$ cat src/design/sense_consts.vh
/*
 constants for the capacitive sense control block: register offsets,
 field positions, reset values and codes. assumes byte-wide registers.
*/
`ifndef SENSE_CONSTS_VH
`define SENSE_CONSTS_VH

`define ADDR_W 4
`define OFF_CONTROL_ZERO 4'h0
`define OFF_CHANNEL_SEL 4'h1
`define CTL_ENABLE_BIT 7
`define CTL_REFMODE_BIT 6
`define CTL_RANGE_HI 3
`define CTL_RANGE_LO 2
`define CTL_DIR_BIT 1
`define CTL_T0SEL_BIT 0
`define CTL_WRITE_MASK 8'hCD
`define CTL_RESET 8'h00
`define CHSEL_RESET 4'h0
`define RANGE_OFF_OR_NOISE 2'h0
`define RANGE_LOW 2'h1
`define RANGE_MEDIUM 2'h2
`define RANGE_HIGH 2'h3
`define T0SRC_QUARTER 2'h0
`define T0SRC_PIN 2'h1
`define T0SRC_SENSE 2'h2

`endif

$ cat src/design/capacitive_sense_control.v
/*
 capacitive sense control registers and oscillator/timer0 steering.
 assumes a simple one-cycle register port on core_clk, an analog oscillator
 whose direction flag is asynchronous, and a timer0 that takes a clock select.
*/
// The strobed register port and the placing of the registers were chosen for this implementation.
// What this block does
// - variable mode code 00: noise detection, no current
// - variable mode 01/10/11: low, medium, high range
// - status reads 1 sourcing, 0 sinking
// - external select: sense oscillator or clock pin
// - internal timer0 source uses quarter system clock
// - disabled module connects no channel, but still stores and reads back the select
// - codes 0000-0111 connect channels 0-7
// - small variant lacks upper select bits, channels
// - channel register bits 7-4 read zero
// - all writable fields reset to zero
// - control bit 7 enables the module
// - control bit 6 selects variable reference
// - fixed mode 00 off, else low/medium/high
`timescale 1ns/1ps
`include "sense_consts.vh"
module capacitive_sense_control
#(
    parameter LARGE_VARIANT = 1
)
(
    core_clk,
    rst,
    reg_addr,
    reg_wdata,
    reg_wr,
    reg_rd,
    reg_rdata,
    osc_sourcing,
    timer0_clock_source_select,
    osc_enable,
    osc_noise_mode,
    osc_range,
    osc_variable_ref,
    channel_connect,
    timer0_clk_sel
);
localparam NUM_CH = LARGE_VARIANT ? 8 : 4;
localparam SEL_W = LARGE_VARIANT ? 4 : 2;
input wire core_clk;
input wire rst;
input wire [`ADDR_W-1:0] reg_addr;
input wire [7:0] reg_wdata;
input wire reg_wr;
input wire reg_rd;
output reg [7:0] reg_rdata;
input wire osc_sourcing;
input wire timer0_clock_source_select;
output reg osc_enable;
output reg osc_noise_mode;
output reg [1:0] osc_range;
output reg osc_variable_ref;
output reg [7:0] channel_connect;
output reg [1:0] timer0_clk_sel;

reg sense_module_enable_q;
reg reference_mode_select_q;
reg [1:0] current_range_select_q;
reg timer0_external_source_select_q;
reg [SEL_W-1:0] sense_channel_select_q;
reg t0cs_meta_q;
reg t0cs_q;
wire dir_sync;
reg [3:0] chsel_full;
wire [NUM_CH-1:0] connect_d;
reg [7:0] ctl_read;
reg [7:0] rdata_d;
reg osc_enable_d;
reg osc_noise_d;
reg [1:0] t0_sel_d;
reg [1:0] osc_range_d;
reg [7:0] connect_wide;
reg ctl_sel;
reg chsel_sel;

level_sync u_dir_sync
(
    .core_clk(core_clk),
    .rst(rst),
    .async_in(osc_sourcing),
    .sync_out(dir_sync)
);

// timer0 select may come from another clock domain, so it is synchronised too
always @(posedge core_clk or posedge rst)
begin
    if (rst)
    begin
        t0cs_meta_q <= 1'b0;
        t0cs_q <= 1'b0;
    end
    else
    begin
        t0cs_meta_q <= timer0_clock_source_select;
        t0cs_q <= t0cs_meta_q;
    end
end

always @(posedge core_clk or posedge rst)
begin
    if (rst)
    begin
        sense_module_enable_q <= 1'b0;
        reference_mode_select_q <= 1'b0;
        current_range_select_q <= `RANGE_OFF_OR_NOISE;
        timer0_external_source_select_q <= 1'b0;
        sense_channel_select_q <= {SEL_W{1'b0}};
    end
    else if (reg_wr)
    begin
        if (reg_addr == `OFF_CONTROL_ZERO)
        begin
            sense_module_enable_q <= reg_wdata[`CTL_ENABLE_BIT];
            reference_mode_select_q <= reg_wdata[`CTL_REFMODE_BIT];
            current_range_select_q <= reg_wdata[`CTL_RANGE_HI:`CTL_RANGE_LO];
            timer0_external_source_select_q <= reg_wdata[`CTL_T0SEL_BIT];
        end
        else if (reg_addr == `OFF_CHANNEL_SEL)
        begin
            // upper bits absent on small variant
            sense_channel_select_q <= reg_wdata[SEL_W-1:0];
        end
    end
end

// zero-extend narrow select
// zero default, then the low slice, so the large variant needs no zero-width replication
always @*
begin
    chsel_full = `CHSEL_RESET;
    chsel_full[SEL_W-1:0] = sense_channel_select_q;
end

channel_decode #(.NUM_CHANNELS(NUM_CH)) u_decode
(
    .enable(sense_module_enable_q),
    .code(chsel_full),
    .connect(connect_d)
);

always @*
begin
    connect_wide = 8'h00;
    connect_wide[NUM_CH-1:0] = connect_d;
end

// register address decode for the read path
always @*
begin
    ctl_sel = 1'b0;
    chsel_sel = 1'b0;
    if (reg_addr == `OFF_CONTROL_ZERO)
    begin
        ctl_sel = 1'b1;
    end
    else if (reg_addr == `OFF_CHANNEL_SEL)
    begin
        chsel_sel = 1'b1;
    end
end

// oscillator mode from reference mode and range code
always @*
begin
    osc_enable_d = 1'b0;
    osc_noise_d = 1'b0;
    osc_range_d = current_range_select_q;
    case ({reference_mode_select_q, current_range_select_q})
    3'h0:
    begin
        osc_enable_d = 1'b0;
        osc_range_d = `RANGE_OFF_OR_NOISE;
    end
    3'h1:
    begin
        osc_enable_d = sense_module_enable_q;
        osc_range_d = `RANGE_LOW;
    end
    3'h2:
    begin
        osc_enable_d = sense_module_enable_q;
        osc_range_d = `RANGE_MEDIUM;
    end
    3'h3:
    begin
        osc_enable_d = sense_module_enable_q;
        osc_range_d = `RANGE_HIGH;
    end
    3'h4:
    begin
        // variable 00 keeps running
        // noise detection supplies no current, so no range is passed on
        osc_enable_d = sense_module_enable_q;
        osc_noise_d = sense_module_enable_q;
        osc_range_d = `RANGE_OFF_OR_NOISE;
    end
    3'h5:
    begin
        osc_enable_d = sense_module_enable_q;
        osc_range_d = `RANGE_LOW;
    end
    3'h6:
    begin
        osc_enable_d = sense_module_enable_q;
        osc_range_d = `RANGE_MEDIUM;
    end
    3'h7:
    begin
        osc_enable_d = sense_module_enable_q;
        osc_range_d = `RANGE_HIGH;
    end
    default:
    begin
        osc_enable_d = 1'b0;
        osc_noise_d = 1'b0;
        osc_range_d = `RANGE_OFF_OR_NOISE;
    end
    endcase
end

// timer0 clock steering
always @*
begin
    t0_sel_d = `T0SRC_QUARTER;
    case ({t0cs_q, timer0_external_source_select_q})
    2'h0, 2'h1:
    begin
        t0_sel_d = `T0SRC_QUARTER;
    end
    2'h2:
    begin
        t0_sel_d = `T0SRC_PIN;
    end
    2'h3:
    begin
        t0_sel_d = `T0SRC_SENSE;
    end
    default:
    begin
        t0_sel_d = `T0SRC_QUARTER;
    end
    endcase
end

always @*
begin
    ctl_read = 8'h00;
    ctl_read[`CTL_ENABLE_BIT] = sense_module_enable_q;
    ctl_read[`CTL_REFMODE_BIT] = reference_mode_select_q;
    ctl_read[`CTL_RANGE_HI:`CTL_RANGE_LO] = current_range_select_q;
    ctl_read[`CTL_DIR_BIT] = dir_sync;
    ctl_read[`CTL_T0SEL_BIT] = timer0_external_source_select_q;
    if (ctl_sel)
    begin
        rdata_d = ctl_read;
    end
    else if (chsel_sel)
    begin
        rdata_d = {4'h0, chsel_full};
    end
    else
    begin
        rdata_d = 8'h00;
    end
end

// read data stand one cycle, zero otherwise
always @(posedge core_clk or posedge rst)
begin
    if (rst)
    begin
        reg_rdata <= 8'h00;
    end
    else if (reg_rd)
    begin
        reg_rdata <= rdata_d;
    end
    else
    begin
        reg_rdata <= 8'h00;
    end
end

// oscillator controls registered so the analog side sees clean levels
always @(posedge core_clk or posedge rst)
begin
    if (rst)
    begin
        osc_enable <= 1'b0;
        osc_noise_mode <= 1'b0;
        osc_range <= `RANGE_OFF_OR_NOISE;
        osc_variable_ref <= 1'b0;
    end
    else
    begin
        osc_enable <= osc_enable_d;
        osc_noise_mode <= osc_noise_d;
        osc_range <= osc_range_d;
        osc_variable_ref <= reference_mode_select_q;
    end
end

always @(posedge core_clk or posedge rst)
begin
    if (rst)
    begin
        channel_connect <= 8'h00;
    end
    else
    begin
        channel_connect <= connect_wide;
    end
end

always @(posedge core_clk or posedge rst)
begin
    if (rst)
    begin
        timer0_clk_sel <= `T0SRC_QUARTER;
    end
    else
    begin
        timer0_clk_sel <= t0_sel_d;
    end
end
endmodule // capacitive_sense_control

$ cat src/design/level_sync.v
/*
 two-flop synchroniser for one level.
 assumes the input is asynchronous to core_clk.
*/
`timescale 1ns/1ps
module level_sync
(
    core_clk,
    rst,
    async_in,
    sync_out
);
input wire core_clk;
input wire rst;
input wire async_in;
output wire sync_out;
reg meta_q;
reg sync_q;
always @(posedge core_clk or posedge rst)
begin
    if (rst)
    begin
        meta_q <= 1'b0;
        sync_q <= 1'b0;
    end
    else
    begin
        meta_q <= async_in;
        sync_q <= meta_q;
    end
end
assign sync_out = sync_q;
endmodule // level_sync

$ cat src/design/channel_decode.v
/*
 one-hot channel connect decoder.
 assumes code is a registered select and enable a registered bit.
*/
`timescale 1ns/1ps
module channel_decode
#(
    parameter NUM_CHANNELS = 8
)
(
    enable,
    code,
    connect
);
input wire enable;
input wire [3:0] code;
output reg [NUM_CHANNELS-1:0] connect;
integer i;
always @*
begin
    connect = {NUM_CHANNELS{1'b0}};
    for (i = 0; i < NUM_CHANNELS; i = i + 1)
    begin
        if (enable && (code == i[3:0]))
        begin
            connect[i] = 1'b1;
        end
    end
end
endmodule // channel_decode

$ cat config.mk
export PLATFORM = sky130hd
export DESIGN_NAME = capacitive_sense_control
export DESIGN_NICKNAME = d
export VERILOG_FILES = /design/src/design/capacitive_sense_control.v /design/src/design/level_sync.v /design/src/design/channel_decode.v
export VERILOG_INCLUDE_DIRS = /design/src /design/src/design
export SDC_FILE = /design/constraint.sdc
export NUM_CORES = 1
export LEC_CHECK = 0
export ABC_AREA = 0
export BUFFER_PORTS_ARGS = -buffer_cell sky130_fd_sc_hd__clkbuf_2
export CAP_MARGIN = 10
export CORE_MARGIN = 2
export CORE_UTILIZATION = 46
export CTS_BUF_LIST = sky130_fd_sc_hd__clkbuf_4 sky130_fd_sc_hd__clkbuf_8
export CTS_CLUSTER_SIZE = 20
export DETAILED_ROUTE_END_ITERATION = 10
export GPL_ROUTABILITY_DRIVEN = 0
export PLACE_DENSITY = 0.77
export SYNTH_ARGS = -nofsm -noshare
export SYNTH_HDL_FRONTEND = slang
export SYNTH_SLANG_ARGS = --single-unit
export TNS_END_PERCENT = 1
$ cat constraint.sdc
create_clock -name core_clk -period 1 [get_ports core_clk]
set_input_delay 0.05 -clock core_clk [delete_from_list [all_inputs] [get_ports core_clk]]
set_output_delay 0.05 -clock core_clk [all_outputs]
set_load 0.02 [all_outputs]
# After elaboration in Yosys (flattened, before gate mapping)
# Index checks and enable logic that the tools add are counted.
# word_totals
word_cells	73
mem_count	0
latch_bits	0
mem_bits_rw	0
reg_bits	36
out_inout_bits	23
romBits	0
in_bits	18
# classes
div_mod_pow	0
eq_ne	18
n_mux	18
n_lt_le_gt_ge	0
n_shift	0
multipliers	0
addsub	0
bitwise	1
reduce_logical	20
# op_table
operator	count
$eq 4x3->1 const B	4
$mux 8	2
$eq 3x3->1 const B	4
$mux 1	12
$reduce_or 2->1	5
$eq 4x1->1 const B	2
$eq 4x2->1 const B	2
$logic_and 1x1->1	8
$logic_not 4->1	2
$pmux 2 s4	1
$reduce_or 7->1	1
$eq 3x2->1 const B	2
$pmux 2 s3	1
$eq 2x2->1 const B	2
$mux 4	1
$eq 3x1->1 const B	1
$logic_not 3->1	1
$reduce_and 3->1	1
$eq 2x1->1 const B	1
$logic_not 2->1	1
$pmux 1 s2	1
$reduce_and 2->1	1
$not 1->1	1

# Longest topological paths before layout
# depth
word_depth	6
depth_mapped	3
depth_no_buf	3

# Hierarchy
# Synthesis repeated with hierarchy kept, for this count alone.
# unflattened
cells_unflattened	80
area_unflattened_um2	1213.7
# modules_own_cells
module	cells_each	seq_area_each_um2	area_per_inst_um2	n_inst
capacitive_sense_control	64	800.8	1087.3	1
channel_decode	13	0.0	72.6	1
level_sync	3	50.0	53.8	1

# Worst setup path after synthesis
# No wires, ideal clock.
# synth_timing
path_kind	register to register
start	reg sense_channel_select_q[1] (netlist: chsel_full[1])
end	reg channel_connect[0]
n_path_buf	0
path_stages_with_launch	3
slack_ns	0.036
t_arrival_ns	0.883
setup_time_ns	0.080
required_ns	0.920
synth_period_minus_slack_ns	0.964
path_cell_list	dfrtp_1 > or3b_1 > nor3_2
# synth_via
elab_chain_cells	3
# synth_lines
item	line	rtl
start: declaration	capacitive_sense_control.v:66	reg [SEL_W-1:0] sense_channel_select_q;
start signal: assignment	capacitive_sense_control.v:113	sense_channel_select_q <= {SEL_W{1'b0}};
start signal: assignment	capacitive_sense_control.v:127	sense_channel_select_q <= reg_wdata[SEL_W-1:0];
$logic_not 4->1	channel_decode.v:24	if (enable && (code == i[3:0]))
$logic_and 1x1->1	channel_decode.v:24	
$mux 1	channel_decode.v:24	
net connect_d[0]	capacitive_sense_control.v:71	wire [NUM_CH-1:0] connect_d;
end signal: assignment	capacitive_sense_control.v:317	channel_connect <= connect_wide;
end: declaration	capacitive_sense_control.v:59	output reg [7:0] channel_connect;
# The timed path passes the listed nets, and every way through them passes these cells.
# A chain may end at the register's enable or synchronous reset.

# Final worst setup path
# layout_timing
start	reg sense_channel_select_q[0] (netlist: chsel_full[0])
end	reg channel_connect[0]
# Same word-level chain as after synthesis.

==> metrics <==
vias in the first global route 826; Setup WS pre-CTS -0.006694 ns; chip width 55.29 µm; Crit. End Element flip-flop; Tmin final 0.9911 ns; row cnt 18; antenna violations before repair 0; Finished Cell Area 1622 µm²; clk buf depth 2; first-pass GRT wire length 3636 µm; Peak VDD IR 0.001238 V; synthesized area 1210 µm²; largest net degree at the start of global routing 35; top post-synthesis cells by count 34 x dfrtp_1, 6 x mux2_2, 4 x a22o_2, 4 x nor3_1; H-tree depth 2; CTS root buf clkbuf_4; crit-path max FO 3; Clock Latency Late Sink 0.33 ns; cell taking the most area after synthesis dfrtp_1; status finished, final reports clean; most numerous cell in the Yosys netlist dfrtp_1; clock tree from TritonCTS yes; IO Pins 41; drt total wl 2113 µm; top_reg_cell synth dfrtp_1; GRT Total Usage 15.73%; slowest stage delay, CP 0.41 ns; number of DRC markers in iteration 0 7; register area share after synthesis 70.32%; Initial Util 48.84%; worst-path cell chain or3b_4, nor3_2; Reg clk slew, reported paths 0.09 ns; Slew Viols, Final 0; DRT antenna net count 0; vias post-DR 788; Arrival @ worst endpoint 1.24 ns; synth warn 0; post-DR wirelength/cell 12.81 µm; Synth async-reset ratio 100.0%; Core ar. 2477 µm²; layout cells sized above 1 53.33%; final worst setup slack 0.008900 ns; WS Path Type flip-flop to flip-flop; Die Span Y 55.29 µm; Synth Instances 79; final hold vios 0; Vias/cell 4.776; Overflow after GRT 0; Synth Area per Inst 15.32 µm²; final net count 152; placed cell area 1446 µm²; maximum clock rate 1009 MHz; P_leak 0.8503 nW; DP HPWL 1556 µm; area of the die 3056 µm²; library cells used by synthesis 27; share of the synthesized area in the top cell type 70.32%; worst hold path type primary input to flip-flop; Area Overhead vs Synth 34.02%; Cell Pwr Density 1878 nW/µm²; critical path's slowest cell dfrtp_1; DRC 0; endpoints failing setup 0; Startpoint Class flip-flop; buffers added on ports 36; Seq cells post-synth 34; Layout Skew 0.01131 ns; Worst Path Required 1.25 ns; EDFF count, synth 0; unrepaired setup endpoints after global routing true; Area contributors post-synth dfrtp_1 70%, mux2_2 5.6%, a22o_2 3.3%, mux2_1 2.8%, nand4b_4 2.0%; crit share post-route 99.11%; CTS Buf Count 5; CTS sink cnt 34; Max-cap violations 0; Initial DRT Pass Iterations 4; Antenna Cells 0
-- per-stage QoR --
step	instances	setup TNS [ns]	power (mW)	hold WS, ns	utilization, %
floorplan	80	0	1.999	0.08143	-
global placement	147	0	2.202	0.1272	58.38
detailed placement	147	-0.006694	2.234	0.1390	58.38
CTS	165	0	3.067	0.1162	65.00
global route	165	-0.08887	3.192	0.1465	65.45
finish	165	0	3.046	0.1341	65.45
-- placed cells by master, fill, tap and decap left out, types with 2 or more instances in the layout --
master         instances
nor3_1                 3
nor2_1                 2
dlygate4sd3_1          9
mux2_1                 2
nor3_2                 2
mux2_2                 6
nand2_1                2
a22o_2                 4
clkbuf_2              36
nor2_2                 2
buf_4                  6
conb_1                 2
clkbuf_4               6
dfrtp_1               34
and2_2                 2
-- cell type report --
class                      instances  area, µm²
tap                               30      37.54
clock inverter                     1      5.005
clock buffer                       7      58.81
multi-input combinational         41      350.3
timing repair buffer              51      315.3
fill                             197      855.8
sequential                        34      850.8
inverter                           1      3.754
-- kinds of logic (layout without fill, tap and decap cells) --
| family | count (synthesis) | count (layout) | share of synthesized area [%] |
|---|---|---|---|
| simple gates | 25 | 25 | 14.79 |
| mux | 9 | 9 | 8.376 |
| compound gates | 5 | 5 | 4.033 |
| other cells | 1 | 2 | 0.3099 |
| buf+inv | 5 | 60 | 2.171 |
| flops | 34 | 34 | 70.32 |
-- path summary, 6_finish.rpt --
path	start	to	slack, ns	cells past startpoint
max	chsel_full[0]	channel_connect[0]	0.009	2
max reg2reg	chsel_full[0]	channel_connect[0]	0.009	2
max in group asynchronous	rst	reg_rdata[3]	0.37	4
min in group asynchronous	rst	reg_rdata[7]	0.33	4
min reg2reg	t0cs_meta_q	t0cs_q	0.37	0
min	reg_wr	chsel_full[3]	0.13	3
-- worst max-delay path: cells and delay by family, from the launching register on --
family	cells	cell delay, ns
DFF	1	0.41
and+or+nand+nor	2	0.51
-- sequential cells by signal, indices dropped and copies added (netlist names) --
| name | count |
|---|---|
| channel_connect | 8 |
| reg_rdata | 6 |
| chsel_full | 4 |
| current_range_select_q | 2 |
| osc_range | 2 |
| timer0_clk_sel | 2 |
| osc_enable | 1 |
| osc_noise_mode | 1 |
| osc_variable_ref | 1 |
| reference_mode_select_q | 1 |
| sense_module_enable_q | 1 |
| t0cs_meta_q | 1 |
| t0cs_q | 1 |
| timer0_external_source_select_q | 1 |
| u_dir_sync.meta_q | 1 |
| u_dir_sync.sync_out | 1 |
-- per-layer routing --
metal / vias up / track usage, % / share of wire [%]
met5: - / 0 / 0
met4: 0 / 10.10 / 2.3
met3: 5 / 5.855 / 7.5
met2: 31 / 26.70 / 52
met1: 373 / 16.14 / 38
li1: 379 / - / -
-- where the power goes --
part | internal [mW] | switching, mW | leakage (nW)
logic | 0.282 | 0.314 | 0.372
registers | 1.55 | 0.121 | 0.440
clock network | 0.367 | 0.415 | 0.0387
-- timing repair --
item,CTS,global route
gates cloned,0,0
endpoints found under the setup margin,2,6
buffers inserted,1,0
pin swaps,0,0
hold endpoints to repair,45,0
gates resized for setup,1,3
hold buffers,9,0
(Power assumes the default switching activity.)
